`config.mk`:
```
export PLATFORM = sky130hd
export DESIGN_NAME = lpdc_top
export DESIGN_NICKNAME = d
export VERILOG_FILES = /design/src/design/lpdc_pkg.sv /design/src/design/lpdc_top.sv /design/src/design/lpdc_sync.sv /design/src/design/lpdc_period.sv
export SDC_FILE = /design/constraint.sdc
export NUM_CORES = 1
export LEC_CHECK = 0
export BUFFER_PORTS_ARGS = -buffer_cell sky130_fd_sc_hd__buf_4
export CAP_MARGIN = 20
export CORE_MARGIN = 2
export CORE_UTILIZATION = 35
export DETAILED_ROUTE_END_ITERATION = 12
export SLEW_MARGIN = 0
export SYNTH_ARGS = -nofsm -noshare
export SYNTH_HDL_FRONTEND = slang
export SYNTH_SLANG_ARGS = --single-unit
```
`constraint.sdc`:
```
create_clock -name clk -period 4.7 [get_ports clk]
set_clock_uncertainty 0.2 [all_clocks]
set_input_delay 0.705 -clock clk [delete_from_list [all_inputs] [get_ports clk]]
set_output_delay 0.705 -clock clk [all_outputs]
set_load 0.1 [all_outputs]
```
`src/design/lpdc_pkg.sv`:
```
// Constants, states and register map of the low-power duty-cycle controller.
// Operation
// RQ1: Enter low power only with pins low, slow angle, WAKE low, mode enabled.
// RQ2: In low power stop angle output, release PWM, tri-state MISO and outputs.
// RQ3: In sleep the analog transducer is unpowered and nothing is measured.
// RQ4: Wake periodically, sample magnet via reduced path, update turns count.
// RQ5: All three serial inputs low 64 us enters wake, full-power logic off.
// RQ6: Wake goes to sleep when velocity and WAKE are both below threshold.
// RQ7: Sleep keeps oscillator, counts sleep period, watches pins and WAKE.
// RQ8: Timer expiry or WAKE returns to wake; turns and velocity are updated.
// RQ9: Velocity above threshold keeps the device awake, counting turns.
// RQ10: Any serial input high leaves low power; wait PLL lock, then resume.
// RQ11: Sleep timer runs always; sleep is entered only at a period end.
// RQ12: Each wake snapshot lasts a fixed 160 us.
// RQ13: Sleep period programmable from 8.192 ms to 524 ms.
// RQ14: Transport code allows low power; WAKE or speed forces wake.
// RQ15: After reset or any serial input high, run in full power.
// RQ16: While WAKE stays high, remain in wake tracking turns, no angles.
// RQ17: Turns count in 45 or 180 degree steps, selected by a field.
// RQ18: Configuration is static: written in full power, held during low power.
package lpdc_pkg;

  typedef enum logic [3:0] {
    ST_FULL = 4'h1,
    ST_WAKE = 4'h2,
    ST_SLEEP = 4'h4,
    ST_SETTLE = 4'h8
  } lpdc_state_t;

  localparam int unsigned CLK_NS = 5;
  localparam int unsigned PINS_LOW_NS = 64000;
  localparam int unsigned WAKE_NS = 160000;
  localparam int unsigned SLEEP_UNIT_NS = 8192000;
  localparam int unsigned PINS_LOW_CYC = (PINS_LOW_NS + CLK_NS - 1) / CLK_NS;
  localparam int unsigned WAKE_CYC = (WAKE_NS + CLK_NS - 1) / CLK_NS;
  localparam int unsigned SLEEP_UNIT_CYC =
    (SLEEP_UNIT_NS + CLK_NS - 1) / CLK_NS;

  localparam logic [7:0] OFS_CTRL = 8'h00;
  localparam logic [7:0] OFS_VTHR = 8'h04;
  localparam logic [7:0] OFS_SLEEP = 8'h08;
  localparam logic [7:0] OFS_STATUS = 8'h0C;
  localparam logic [7:0] OFS_TURNS = 8'h10;

  localparam int CTRL_LP_EN = 0;
  localparam int CTRL_TRANSPORT = 1;
  localparam int CTRL_T45 = 2;
  localparam int STAT_STATE = 0;
  localparam int STAT_FAST = 4;
  localparam int STAT_PINS = 8;

  localparam logic [13:0] VTHR_RST = 14'h0040;
  localparam logic [5:0] SLEEP_RST = 6'h00;
  localparam int unsigned ANG_W = 14;
  localparam int unsigned TURNS_W = 16;

endpackage

```
`src/design/lpdc_top.sv`:
```
// Low-power duty-cycle controller: state machine, turns count, APB registers.
`timescale 1ns/1ps
module lpdc_top #(
  parameter int unsigned PINS_LOW_CYC = lpdc_pkg::PINS_LOW_CYC,
  parameter int unsigned WAKE_CYC = lpdc_pkg::WAKE_CYC,
  parameter int unsigned SLEEP_UNIT_CYC = lpdc_pkg::SLEEP_UNIT_CYC
) (
  input wire logic clk,
  input wire logic reset_n,
  input wire logic psel,
  input wire logic penable,
  input wire logic pwrite,
  input wire logic [7:0] paddr,
  input wire logic [31:0] pwdata,
  output logic [31:0] prdata,
  output logic pready,
  output logic pslverr,
  input wire logic mosi,
  input wire logic sclk,
  input wire logic csn,
  input wire logic wake_cmp,
  input wire logic pll_lock,
  input wire logic [13:0] lp_angle,
  output logic pwm_oe,
  output logic miso_oe,
  output logic commutation_outputs_oe,
  output logic pll_en,
  output logic io_reg_en,
  output logic serial_en,
  output logic analog_pwr_en,
  output logic lp_path_en,
  output logic angle_out_en,
  output logic temp_upd_en,
  output logic lpm_active,
  output logic [15:0] turns_count
);
  typedef struct packed {
    lpdc_pkg::lpdc_state_t st;
    logic [31:0] low_cnt;
    logic [31:0] snap_cnt;
    logic [13:0] prev;
    logic have_prev;
    logic fast;
    logic snap;
    logic [15:0] turns;
    logic lp_en;
    logic transport;
    logic t45;
    logic [13:0] vthr;
    logic [5:0] sleep_sel;
    logic [31:0] prdata;
    logic pready;
    logic pslverr;
    logic full_io;
    logic pll_on;
    logic analog_on;
    logic lp_on;
    logic lpm;
  } lpdc_st_t;

  lpdc_st_t q;
  lpdc_st_t n;
  logic [4:0] pins_s;
  logic tick;
  logic all_low;
  logic wake_hi;
  logic lock;
  logic quiet;
  logic [13:0] d_ang;
  logic [13:0] mag;
  logic [15:0] step;
  logic [2:0] sec_d;
  logic wr;

  lpdc_sync #(.W(5)) u_sync (
    .clk(clk),
    .reset_n(reset_n),
    .d({pll_lock, wake_cmp, csn, sclk, mosi}),
    .q(pins_s)
  );

  lpdc_period #(.UNIT_CYC(SLEEP_UNIT_CYC)) u_period (
    .clk(clk),
    .reset_n(reset_n),
    .sel(q.sleep_sel),
    .tick(tick)
  );

  //////////////////////////////////////////////////////////////////////////
  always_comb begin
    n = q;
    n.snap = 1'b0;
    n.pready = 1'b0;
    n.pslverr = 1'b0;
    all_low = ~|pins_s[2:0];
    wake_hi = pins_s[3];
    lock = pins_s[4];
    quiet = (q.low_cnt == PINS_LOW_CYC);
    // A write whose access edge finds full power already left is dropped.
    wr = psel && penable && q.pready && pwrite && !q.pslverr &&
         (q.st == lpdc_pkg::ST_FULL); // RQ18
    d_ang = lp_angle - q.prev;
    mag = d_ang[13] ? 14'(-d_ang) : d_ang;
    sec_d = lp_angle[13:11] - q.prev[13:11];
    if (!q.have_prev) begin
      step = 16'h0000;
    end else if (q.t45) begin
      step = {{13{sec_d[2]}}, sec_d}; // RQ17
    end else if (lp_angle[13] != q.prev[13]) begin
      step = d_ang[13] ? 16'hFFFF : 16'h0001; // RQ17
    end else begin
      step = 16'h0000;
    end

    // The 64 us quiet time restarts on any serial pin going high.
    if (!all_low) begin
      n.low_cnt = 32'h00000000;
    end else if (!quiet) begin
      n.low_cnt = q.low_cnt + 32'h00000001; // RQ5
    end

    // Snapshots run back to back while awake; sleep holds the last sample.
    if (q.st == lpdc_pkg::ST_FULL || q.st == lpdc_pkg::ST_WAKE) begin
      if (q.snap_cnt >= WAKE_CYC - 1) begin
        n.snap_cnt = 32'h00000000; // RQ12
        n.snap = 1'b1;
        n.prev = lp_angle; // RQ4
        n.have_prev = 1'b1;
        n.fast = q.have_prev && (mag > q.vthr); // RQ8 RQ9
        n.turns = q.turns + step; // RQ4
      end else begin
        n.snap_cnt = q.snap_cnt + 32'h00000001;
      end
    end else begin
      n.snap_cnt = 32'h00000000; // RQ3
    end

    case (q.st)
      lpdc_pkg::ST_FULL: begin
        if (quiet && (q.lp_en || q.transport) && !wake_hi && !q.fast) begin
          n.st = lpdc_pkg::ST_WAKE; // RQ1 RQ5 RQ14
        end
      end
      lpdc_pkg::ST_WAKE: begin
        if (!all_low) begin
          n.st = lpdc_pkg::ST_SETTLE; // RQ10
        end else if (tick && !q.fast && !wake_hi) begin
          n.st = lpdc_pkg::ST_SLEEP; // RQ6 RQ11 RQ16
        end
      end
      lpdc_pkg::ST_SLEEP: begin
        if (!all_low) begin
          n.st = lpdc_pkg::ST_SETTLE; // RQ10 RQ7
        end else if (tick || wake_hi) begin
          n.st = lpdc_pkg::ST_WAKE; // RQ8 RQ14
        end
      end
      lpdc_pkg::ST_SETTLE: begin
        if (lock) begin
          n.st = lpdc_pkg::ST_FULL; // RQ10 RQ15
        end
      end
      default: begin
        n.st = lpdc_pkg::ST_FULL;
      end
    endcase

    // Outputs follow the next state so they change with the state register.
    n.full_io = (n.st == lpdc_pkg::ST_FULL); // RQ2
    n.pll_on = (n.st == lpdc_pkg::ST_FULL) || (n.st == lpdc_pkg::ST_SETTLE);
    n.analog_on = (n.st != lpdc_pkg::ST_SLEEP); // RQ3
    n.lp_on = (n.st == lpdc_pkg::ST_WAKE); // RQ5
    n.lpm = (n.st == lpdc_pkg::ST_WAKE) || (n.st == lpdc_pkg::ST_SLEEP);
    if (n.st == lpdc_pkg::ST_SLEEP) begin
      n.snap_cnt = 32'h00000000; // RQ3
    end

    // Writes are refused outside full power so configuration stays static.
    if (psel && !penable) begin
      n.pready = 1'b1;
      n.prdata = 32'h00000000;
      case (paddr)
        lpdc_pkg::OFS_CTRL: begin
          n.prdata[lpdc_pkg::CTRL_LP_EN] = q.lp_en;
          n.prdata[lpdc_pkg::CTRL_TRANSPORT] = q.transport;
          n.prdata[lpdc_pkg::CTRL_T45] = q.t45;
        end
        lpdc_pkg::OFS_VTHR: n.prdata[13:0] = q.vthr;
        lpdc_pkg::OFS_SLEEP: n.prdata[5:0] = q.sleep_sel;
        lpdc_pkg::OFS_STATUS: begin
          n.prdata[lpdc_pkg::STAT_STATE +: 4] = q.st;
          n.prdata[lpdc_pkg::STAT_FAST] = q.fast;
          n.prdata[lpdc_pkg::STAT_PINS +: 5] = pins_s;
        end
        lpdc_pkg::OFS_TURNS: n.prdata[15:0] = q.turns;
        default: n.pslverr = 1'b1;
      endcase
      if (pwrite && (q.st != lpdc_pkg::ST_FULL ||
                     paddr == lpdc_pkg::OFS_STATUS ||
                     paddr == lpdc_pkg::OFS_TURNS)) begin
        n.pslverr = 1'b1; // RQ18
      end
    end
    if (wr) begin
      case (paddr)
        lpdc_pkg::OFS_CTRL: begin
          n.lp_en = pwdata[lpdc_pkg::CTRL_LP_EN];
          n.transport = pwdata[lpdc_pkg::CTRL_TRANSPORT];
          n.t45 = pwdata[lpdc_pkg::CTRL_T45];
        end
        lpdc_pkg::OFS_VTHR: n.vthr = pwdata[13:0];
        lpdc_pkg::OFS_SLEEP: n.sleep_sel = pwdata[5:0]; // RQ13
        default: n.lp_en = q.lp_en;
      endcase
    end
  end

  always_ff @(posedge clk or negedge reset_n) begin
    if (!reset_n) begin
      q <= '0;
      q.st <= lpdc_pkg::ST_FULL; // RQ15
      q.vthr <= lpdc_pkg::VTHR_RST;
      q.sleep_sel <= lpdc_pkg::SLEEP_RST;
      q.full_io <= 1'b1;
      q.pll_on <= 1'b1;
      q.analog_on <= 1'b1;
    end else begin
      q <= n;
    end
  end

  assign prdata = q.prdata;
  assign pready = q.pready;
  assign pslverr = q.pslverr;
  assign pwm_oe = q.full_io;
  assign miso_oe = q.full_io;
  assign commutation_outputs_oe = q.full_io;
  assign angle_out_en = q.full_io;
  assign temp_upd_en = q.full_io;
  assign pll_en = q.pll_on;
  assign io_reg_en = q.pll_on;
  assign serial_en = q.pll_on;
  assign analog_pwr_en = q.analog_on;
  assign lp_path_en = q.lp_on;
  assign lpm_active = q.lpm;
  assign turns_count = q.turns;

  //////////////////////////////////////////////////////////////////////////
  // Checks.
  localparam int PQ = PINS_LOW_CYC;
  localparam int WQ = WAKE_CYC;
endmodule

```
`src/design/lpdc_sync.sv`:
```
// Three-stage pin synchroniser; a change counts once stages two and three agree.
`timescale 1ns/1ps
module lpdc_sync #(
  parameter int unsigned W = 5
) (
  input wire logic clk,
  input wire logic reset_n,
  input wire logic [W-1:0] d,
  output logic [W-1:0] q
);
  typedef struct packed {
    logic [W-1:0] s1;
    logic [W-1:0] s2;
    logic [W-1:0] s3;
    logic [W-1:0] o;
  } lpdc_sync_st_t;

  lpdc_sync_st_t r_q;
  lpdc_sync_st_t r_d;
  logic [W-1:0] agree_o;

  // Stage one is read only by stage two; the filter looks at two and three.
  genvar i;
  for (i = 0; i < W; i++) begin : g_bit
    assign agree_o[i] = (r_q.s2[i] == r_q.s3[i]) ? r_q.s3[i] : r_q.o[i];
  end

  always_comb begin
    r_d = r_q;
    r_d.s1 = d;
    r_d.s2 = r_q.s1;
    r_d.s3 = r_q.s2;
    r_d.o = agree_o;
  end

  always_ff @(posedge clk or negedge reset_n) begin
    if (!reset_n) begin
      r_q <= '0;
    end else begin
      r_q <= r_d;
    end
  end

  assign q = r_q.o;
endmodule

```
`src/design/lpdc_period.sv`:
```
// Free-running sleep-period timer giving a one-cycle pulse per period.
`timescale 1ns/1ps
module lpdc_period #(
  parameter int unsigned UNIT_CYC = lpdc_pkg::SLEEP_UNIT_CYC
) (
  input wire logic clk,
  input wire logic reset_n,
  input wire logic [5:0] sel,
  output logic tick
);
  typedef struct packed {
    logic [31:0] unit;
    logic [5:0] mult;
    logic tick;
  } lpdc_per_st_t;

  lpdc_per_st_t r_q;
  lpdc_per_st_t r_d;

  // Period is (sel + 1) units; never restarted, so boundaries stay fixed.
  always_comb begin
    r_d = r_q;
    r_d.tick = 1'b0;
    if (r_q.unit >= UNIT_CYC - 1) begin
      r_d.unit = 32'h00000000;
      if (r_q.mult >= sel) begin
        r_d.mult = 6'h00;
        r_d.tick = 1'b1;
      end else begin
        r_d.mult = r_q.mult + 6'h01;
      end
    end else begin
      r_d.unit = r_q.unit + 32'h00000001;
    end
  end

  always_ff @(posedge clk or negedge reset_n) begin
    if (!reset_n) begin
      r_q <= '0;
    end else begin
      r_q <= r_d;
    end
  end

  assign tick = r_q.tick;
endmodule

```
==> flow_metrics.tcl, run 1 <==
set metrics [dict create \
    cts_tree "done" \
    port_buffers 90 \
    outcome "completed" \
    grt_max_degree 93 \
    final_antenna_net_count 0 \
    num-fill-cells 3023 \
    dieArea_mm2 0.03275 \
    worstHoldPathType "input pin to async pin" \
    critPathMostFrequentCell "a21oi_1" \
    setup_viol 0 \
    seq_area_mm2 0.005136 \
    cts_max_level 1 \
    synth_edf_count 0 \
    routed_wl_um 23170 \
    critical_path_required_ns 4.86 \
    wl_per_cell_um 14.46 \
    overflow 0 \
    critPathArrivalTime_ns 4.30 \
    whs_ns 0.04262 \
    grt_pass1_wl_um 39120 \
    final_net_count 1310 \
    slowest_delay_ns 0.43 \
    area_growth_pct 16.62 \
    synthCells 1090 \
    antenna_found_initial 0 \
    drive_gt1_share_pct 17.33 \
    floorplan.initialDensity_pct 35.64 \
    core_mm2 0.03075 \
    routed_via_density 4.879 \
    final_cell_mix "dfrtp_1 (200), nor2_1 (105), buf_4 (105), nand2_1 (83), o21ai_0 (59)" \
    clkLatencyLatePin_ns 0.52 \
    synth_warnings 0 \
    syn_avg_cell_area_um2 10.06 \
    post-route-period-util_pct 88.20 \
    die_h_um 181.0 \
    grt_use_total_pct 14.34 \
    firstDrtPassIters 5 \
    critPathCaptureType "flip-flop" \
    ys_ff_latch 205 \
    vias 7816 \
    ys_seq_area_share_pct 46.86 \
    maxSlewHeadroom_pct 30.75 \
    cts_buffer_depth 3 \
    drt_iter0_drc 449 \
    fmax_mhz 241.2 \
    syn_area_mm2 0.01096 \
    powerDensity_mw_per_mm2 448.3 \
    synthArstFlopShare_pct 100.0 \
    crit_path_start_kind "flip-flop" \
    yosys_most_used_dff "dfrtp_1" \
    clkSinkCount 205 \
    root_buffer "clkbuf_16" \
    final.setup.tns_ns 0 \
    numCtsBuffers 24 \
    ctsHoldBuffers 0 \
    io_pins 125 \
    dp_slack_ns 0.1065 \
    crit_family "compound AO/OA/AOI/OAI gates" \
    drv_cap 0 \
    hold_violations 0 \
    ctsResizeCount 0 \
    cp_max_fo 3 \
    dieWidth_um 181.0 \
    grt_pass1_vias 7718 \
    rows 64 \
    path_clk_slew_ns 0.06 \
    drc_errors 0 \
    worstSetupPathType "flip-flop to flip-flop" \
    multiInputGateArea_mm2 0.005218 \
    irDropWorstVdd_mv 0.3211 \
    drv_slew 0 \
    path_cells "ha_1 -> fa_1 -> nand2b_1 -> a21oi_1 -> a21oi_1 -> or3_1 -> nor3b_1 -> nor2_1 -> xnor2_1 -> ha_1 -> a21o_1 -> a21o_1 -> a21oi_1 -> nor2b_1 -> o21ai_0 -> a21oi_1 -> a211oi_1 -> o22ai_1" \
    postCtsSetupBuffers 0 \
    final_common_cell "dfrtp_1" \
    rsz0062_at_grt "no" \
    ys_types 66 \
    n_antenna_cell 0 \
    p_leak_uw 0.005802 \
    final.min_clock_period_ns 4.145 \
    crit_slowest_cell "or3_1" \
    path_buf_inv 0 \
    place_congestion 0.8329 \
    dpl.hpwl_um 16710 \
    setup_slack_ns 0.5548 \
    tightest_slew_ns 1.036 \
]
## registers in the layout, indices dropped and copies added (netlist names), 5 cells and up
register      cells
prdata           16
q               107
turns_count      16
u_period.r_q     38
u_sync.q          5
u_sync.r_d       10
u_sync.r_q        5
## per-layer routing
layer	global-route usage, %	wire length [µm]	vias to the layer above
met4	3.447	466	0
met2	22.48	10310	147
met1	20.13	11080	3767
li1	-	-	3864
met5	0	0	-
met3	3.286	1314	38
## area by class of cell
cell class | count | area share (%)
Timing Repair Buffer | 110 | 6.744
Clock buffer | 33 | 5.364
Sequential cell | 205 | 40.18
Clock inverter | 11 | 1.312
Tap cell | 396 | 3.876
Inverter | 58 | 1.703
Multi-Input combinational cell | 789 | 40.82
## stage by stage
stage / power [µW] / utilization (%) / cell area, µm² / instances
floorplan: 3447 / - / 11120 / 1133
finish: 5731 / 41.57 / 12780 / 1602
detailed placement: 3778 / 38.73 / 11910 / 1556
global route: 6019 / 41.57 / 12780 / 1602
CTS: 5791 / 41.50 / 12760 / 1600
global placement: 3746 / 38.73 / 11910 / 1556
## final timing paths
kind / cells after the start / endpoint / startpoint / slack, ns
setup / recovery: 18 / q[79] / q[81] / 0.55
setup reg to reg: 18 / q[79] / q[81] / 0.55
min in group clk: 1 / u_sync.r_d[10] / mosi / 0.09
hold / removal: 1 / q[86] / reset_n / 0.04
max in group asynchronous: 2 / u_period.r_q[21] / reset_n / 3.36
hold reg to reg: 0 / u_sync.r_d[7] / u_sync.r_d[12] / 0.15
## kinds of logic after synthesis
group	after synthesis	synth area share, %
AO/OA/AOI/OAI	181	10.32
XOR/XNOR	94	7.511
adder cells (fa/ha/maj)	63	7.283
buffers and inverters	139	7.055
flip-flops	205	46.86
multiplexers	42	4.258
other	1	0.03421
AND/OR/NAND/NOR	365	16.68
## worst register-to-register path, delay by kind of cell (launching register included)
family | cells | cell delay (ns)
adders and majority gates | 3 | 0.93
and+or+nand+nor | 5 | 0.96
AOI/OAI and AO/OA | 9 | 1.38
xor gates and xnor gates | 1 | 0.13
DFF | 1 | 0.38
## where the power goes
| group | internal (µW) | leakage [µW] | switching, µW |
|---|---|---|---|
| registers | 1880 | 0.00265 | 124 |
| logic | 592 | 0.00274 | 1150 |
| clock network | 1240 | 0.000412 | 742 |
| total | 3710 | 0.00580 | 2020 |
## synthesized netlist by cell type, drive strengths merged (17+ instances only)
cell type  count  share of area, %
a21o          17               1.2
inv           58               2.0
xnor2         50               4.0
nand2         84               2.9
nor3          20              0.96
dfrtp        200                46
mux2          37               3.8
xor2          44               3.5
ha            55               6.3
nand3         33               1.7
nor2         105               3.6
a21oi         38               1.7
and3          22               1.3
buf           66               4.6
o21ai         66               3.0
No activity file was read; power rests on OpenSTA's default activity.
==> run 2, diff against run 1 <==
--- a/config.mk
+++ b/config.mk
@@ -13,4 +13,5 @@
 export SLEW_MARGIN = 0
 export SYNTH_ARGS = -nofsm -noshare
 export SYNTH_HDL_FRONTEND = slang
+export SYNTH_HIERARCHICAL = 1
 export SYNTH_SLANG_ARGS = --single-unit
==> flow_metrics.tcl, run 2 <==
set metrics [dict create \
    outcome "completed" \
    routed_via_density 4.915 \
    rsz0062_at_grt "no" \
    largest_register_ffs 107 \
    area_growth_pct 17.07 \
    power_frac_clock_pct 31.9 \
    synth_warnings 6 \
    numCtsBuffers 24 \
    tightest_slew_ns 0.9176 \
    maxSlewHeadroom_pct 38.60 \
    cp_max_fo 4 \
    seqPwrFrac_pct 34.5 \
    final_common_cell "dfrtp_1" \
    clkSinkCount 205 \
    place_congestion 0.8345 \
    ctsResizeCount 0 \
    clkLatencyLatePin_ns 0.52 \
    postCtsSetupBuffers 0 \
    overflow 0 \
    yosys_most_used_dff "dfrtp_1" \
    synth_edf_count 0 \
    synthArstFlopShare_pct 100.0 \
    syn_avg_cell_area_um2 9.935 \
    routed_wl_um 23840 \
    synthTopCellsByCount "dfrtp_1 (200), nor2_1 (100), nand2_1 (96)" \
    dpl.hpwl_um 17540 \
    drive_gt1_share_pct 18.00 \
    synth_area_leaders "dfrtp_1 (46%), ha_1 (6.3%), xnor2_1 (4.2%)" \
    powerDensity_mw_per_mm2 456.5 \
    drt_iter0_drc 446 \
    worstSetupPathType "flip-flop to flip-flop" \
    setup_viol 0 \
    switchingPower_uw 2110 \
    drc_errors 0 \
    drv_cap 0 \
    grt_max_degree 101 \
    num-fill-cells 2996 \
    grt_pass1_vias 7697 \
    critPathCaptureType "flip-flop" \
    syn_area_mm2 0.01094 \
    die_h_um 180.8 \
    p_leak_uw 0.005841 \
    grt_pass1_wl_um 39850 \
    rows 64 \
    core_mm2 0.03067 \
    grt_use_total_pct 14.74 \
    dieArea_mm2 0.03268 \
    wl_met1_um 11360 \
    synth_top_area_share_pct 45.76 \
    post-route-period-util_pct 92.78 \
    final.setup.tns_ns 0 \
    root_buffer "clkbuf_16" \
    power_frac_comb_pct 33.5 \
    synth_most_common_cell "dfrtp_1" \
    cts_buffer_depth 3 \
    floorplan.initialDensity_pct 35.66 \
    ys_types 71 \
    wl_met2_um 11050 \
    dieWidth_um 180.8 \
    critPathArrivalTime_ns 4.57 \
    switching_share_pct 36.09 \
    irDropWorstVdd_mv 0.3636 \
    wl_per_cell_um 14.72 \
    highest_layer "met4" \
    path_clk_slew_ns 0.06 \
    port_buffers 90 \
    drv_slew 0 \
    io_pins 125 \
    final.min_clock_period_ns 4.361 \
    hold_violations 0 \
    final_cell_mix "dfrtp_1 (200), buf_4 (124), nor2_1 (100), nand2_1 (96), o21ai_0 (69)" \
    yosysTopAreaCell "dfrtp_1" \
    top_register "q" \
    cts_tree "done" \
    worstHoldPathType "input pin to async pin" \
    p_total_uw 5846 \
    critical_path_required_ns 4.91 \
    fmax_mhz 229.3 \
    ys_ff_latch 205 \
    final_antenna_net_count 0 \
    synthCells 1101 \
    final_net_count 1326 \
    cts_max_level 1 \
    ctsHoldBuffers 0 \
    crit_path_start_kind "flip-flop" \
    top_regs "q x107, u_period/r_q x38" \
    p_int_uw 3736 \
    ys_seq_area_share_pct 46.96 \
    vias 7957 \
    antenna_found_initial 2 \
    firstDrtPassIters 5 \
    route.met3.wl_um 1025 \
]
[run 2: worst paths after layout]
path	startpoint	end	cells past startpoint	slack (ns)
worst max-delay path	q[82]	turns_count[9]	17	0.34
worst min-delay path	reset_n	turns_count[12]	1	0.04
worst max register to register	q[82]	turns_count[9]	17	0.34
worst min register to register	u_sync/r_d[10]	u_sync/r_d[5]	0	0.15
max in group asynchronous	reset_n	angle_out_en	2	3.16
min in group clk	mosi	u_sync/r_d[10]	1	0.09
[run 2: layout make-up]
type                    instances  area [µm²]  area share [%]
multi-input cells             792        5191           40.54
flip-flops and latches        205        5136           40.11
repair buffers                126       972.2           7.592
clock buffers                  34       678.2           5.296
well taps                     396       495.5           3.869
inverters                      55       206.4           1.612
clock inverters                10       122.6          0.9576
diodes                          1       2.502         0.01954
[run 2: metrics by stage]
stage	cell area, µm²	setup WS [ns]	std cells	hold WS (ns)	utilization (%)
floorplan	11100	0.03431	1143	0.1312	-
global placement	11960	0.03943	1571	0.1344	38.99
detailed placement	11960	-0.05116	1571	0.1370	38.99
CTS	12760	0.3158	1615	0.06457	41.60
global route	12800	0.02976	1618	0.07047	41.74
finish	12800	0.3392	1619	0.03512	41.75
[run 2: layer usage]
metal | vias up | global-route usage (%)
li1 | 3939 | -
met1 | 3856 | 20.52
met2 | 131 | 23.95
met3 | 31 | 2.520
met4 | 0 | 3.484
met5 | - | 0
[run 2: cells by family (layout without fill, tap and decap cells)]
| kind of cell | count (synthesis) | count (layout) | synth area share [%] |
|---|---|---|---|
| adder cells (fa/ha/maj) | 63 | 63 | 7.355 |
| AND/OR/NAND/NOR | 365 | 365 | 16.47 |
| buffers and inverters | 146 | 225 | 7.115 |
| XOR/XNOR | 94 | 94 | 7.527 |
| flip-flops | 205 | 205 | 46.96 |
| multiplexers | 28 | 28 | 2.837 |
| AO/OA/AOI/OAI | 198 | 198 | 11.67 |
| other | 2 | 45 | 0.06866 |
[run 2: critical path, cell delays in order, from the launching register on]
cell	delay [ns]
dfrtp_1	0.38
inv_1	0.07
ha_1	0.28
nor2b_4	0.16
o2111ai_2	0.13
a311oi_1	0.49
o311ai_0	0.24
a21boi_1	0.36
buf_4	0.17
ha_1	0.23
a21oi_1	0.16
nor2b_1	0.06
a311o_1	0.36
a31o_2	0.28
a21o_1	0.18
a21oi_1	0.17
xnor2_1	0.07
mux2_2	0.26
[run 2: power by group through the flow]
stage / logic (µW) / clock network (µW) / registers [µW]
after floorplan: 1620 / 0 / 1990
after global placement: 1930 / 0 / 2050
after detailed placement: 1950 / 0 / 2050
after CTS: 1960 / 1920 / 2020
after global routing: 2130 / 1990 / 2030
final: 1960 / 1870 / 2020
==> run 3, diff against run 2 <==
--- a/config.mk
+++ b/config.mk
@@ -8,8 +8,9 @@
 export BUFFER_PORTS_ARGS = -buffer_cell sky130_fd_sc_hd__buf_4
 export CAP_MARGIN = 20
 export CORE_MARGIN = 2
-export CORE_UTILIZATION = 35
+export CORE_UTILIZATION = 58
 export DETAILED_ROUTE_END_ITERATION = 12
+export PLACE_DENSITY = 0.79
 export SLEW_MARGIN = 0
 export SYNTH_ARGS = -nofsm -noshare
 export SYNTH_HDL_FRONTEND = slang
==> flow_metrics.tcl, run 3 (synthesis results as in run 2) <==
set metrics [dict create \
    dp_cells 1404 \
    critPathArrivalTime_ns 4.53 \
    place_congestion 0.9049 \
    final_common_cell "dfrtp_1" \
    cts_tree "done" \
    clkSinkCount 205 \
    cp_max_fo 11 \
    cts_buffer_depth 3 \
    wl_per_cell_um 15.58 \
    postCtsSetupBuffers 0 \
    drt_iter0_drc 416 \
    final.min_clock_period_ns 4.322 \
    firstDrtPassIters 5 \
    port_buffers 90 \
    hold_start "csn" \
    dpl.hpwl_um 15910 \
    drv_slew 0 \
    area_growth_pct 14.53 \
    final.setup.tns_ns 0 \
    fmax_mhz 231.4 \
    tightest_slew_ns 1.083 \
    r2r-start "q[82]" \
    dieArea_mm2 0.01997 \
    powerDensity_mw_per_mm2 463.3 \
    n_antenna_cell 0 \
    critical_path_required_ns 4.91 \
    min_path_cells 1 \
    crit_path_start_kind "flip-flop" \
    routed_wl_um 22510 \
    grt_use_total_pct 23.02 \
    worst_hold_path.endpoint "u_sync/r_d[12]" \
    ctsResizeCount 0 \
    io_pins 125 \
    clkLatencyLatePin_ns 0.52 \
    core_mm2 0.01858 \
    routed_via_density 5.557 \
    largest_register_ffs 107 \
    vias 8030 \
    die_h_um 141.3 \
    outcome "completed" \
    drive_gt1_share_pct 17.51 \
    worst_r2r_path_depth 16 \
    irDropWorstVdd_mv 0.6781 \
    dieWidth_um 141.3 \
    grt_pass1_vias 7865 \
    cts_max_level 1 \
    layoutNonFillerInstCount 1445 \
    top_register "q" \
    final_net_count 1317 \
    rsz0062_at_grt "no" \
    final_antenna_net_count 0 \
    grt_max_degree 125 \
    rr_endpoint "turns_count[13]" \
    setup_viol 0 \
    critPathCaptureType "flip-flop" \
    path_clk_slew_ns 0.06 \
    overflow 0 \
    hold_violations 0 \
    worstHoldPathType "input pin to flip-flop" \
    grt_pass1_wl_um 37710 \
    r2r_slack_ns 0.38 \
    num-fill-cells 1420 \
    worstSetupPathType "flip-flop to flip-flop" \
    maxSlewHeadroom_pct 26.81 \
    ctsHoldBuffers 0 \
    floorplan.initialDensity_pct 58.87 \
    p_leak_uw 0.005792 \
    whs_ns 0.09182 \
    post-route-period-util_pct 91.95 \
    drv_cap 0 \
    drc_errors 0 \
    numCtsBuffers 22 \
    final_cell_mix "dfrtp_1 (200), buf_4 (116), nor2_1 (100), nand2_1 (96), o21ai_0 (69)" \
    rows 50 \
    top_regs "q x107, u_period/r_q x38" \
    root_buffer "clkbuf_16" \
    antenna_found_initial 0 \
]
run 3: cell types whose count changed in the layout (fill, tap and decap cells not counted):
cell	previous run	this run
clkbuf_16	24	22
buf_4	124	116
clkinvlp_4	0	2
nor2b_2	1	0
clkinv_4	2	3
bufinv_16	2	4
buf_12	0	1
diode_2	1	0
nor2b_1	11	12
buf_8	0	1
inv_6	1	0
buf_16	1	0
clkbuf_8	5	3
clkbuf_1	6	2
run 3: stage by stage:
step	instance area (µm²)	total power, µW	util (%)	setup slack [ns]
floorplan	11100	3616	-	0.03431
global placement	11710	3920	63.02	0.05728
detailed placement	11720	3961	63.10	0.01952
CTS	12510	5835	67.31	0.3857
global route	12530	6087	67.42	0.08456
finish	12530	5804	67.42	0.3784
run 3: how the worst max path moves through the flow:
stage | start | end | slack [ns]
floorplan | lp_angle[10] | turns_count[9] | 0.03
global placement | lp_angle[5] | turns_count[12] | 0.06
detailed placement | lp_angle[1] | turns_count[13] | 0.02
CTS | q[82] | turns_count[13] | 0.39
global route | q[82] | turns_count[12] | 0.08
finish | q[82] | turns_count[13] | 0.38
run 3: power by group:
group,switching (µW),total [µW],internal [µW]
combinational,1240,1950,712
sequential,128,2010,1880
clock,721,1840,1120
total,2090,5800,3720
run 3: worst max-delay path, stage by stage, from the launching register on:
cell	delay (ns)
dfrtp_1	0.38
inv_1	0.07
ha_1	0.27
nor2b_4	0.15
o2111ai_2	0.14
a311oi_1	0.43
o311ai_0	0.24
a21boi_1	0.36
buf_4	0.26
ha_1	0.28
a21o_1	0.19
a221o_1	0.33
a41o_1	0.25
nor2_1	0.10
o21ai_0	0.13
xnor2_1	0.17
mux2_2	0.26
run 3: layout make-up:
| cell class | instances | area (µm²) | area share [%] |
|---|---|---|---|
| clock buffers | 26 | 585.6 | 4.674 |
| clock inverters | 14 | 197.7 | 1.578 |
| inverters | 55 | 206.4 | 1.648 |
| multi-input cells | 792 | 5189 | 41.42 |
| flip-flops and latches | 205 | 5136 | 41.00 |
| well taps | 234 | 292.8 | 2.337 |
| repair buffers | 119 | 919.6 | 7.341 |
run 3: layer usage:
layer	global-route usage, %	vias to the layer above	routed length (µm)	share of wire (%)
met5	0	-	0	0
met1	31.50	3902	10160	45
met4	7.684	0	621	2.8
met2	38.02	167	10710	48
met3	3.544	44	1015	4.5
li1	-	3917	-	-
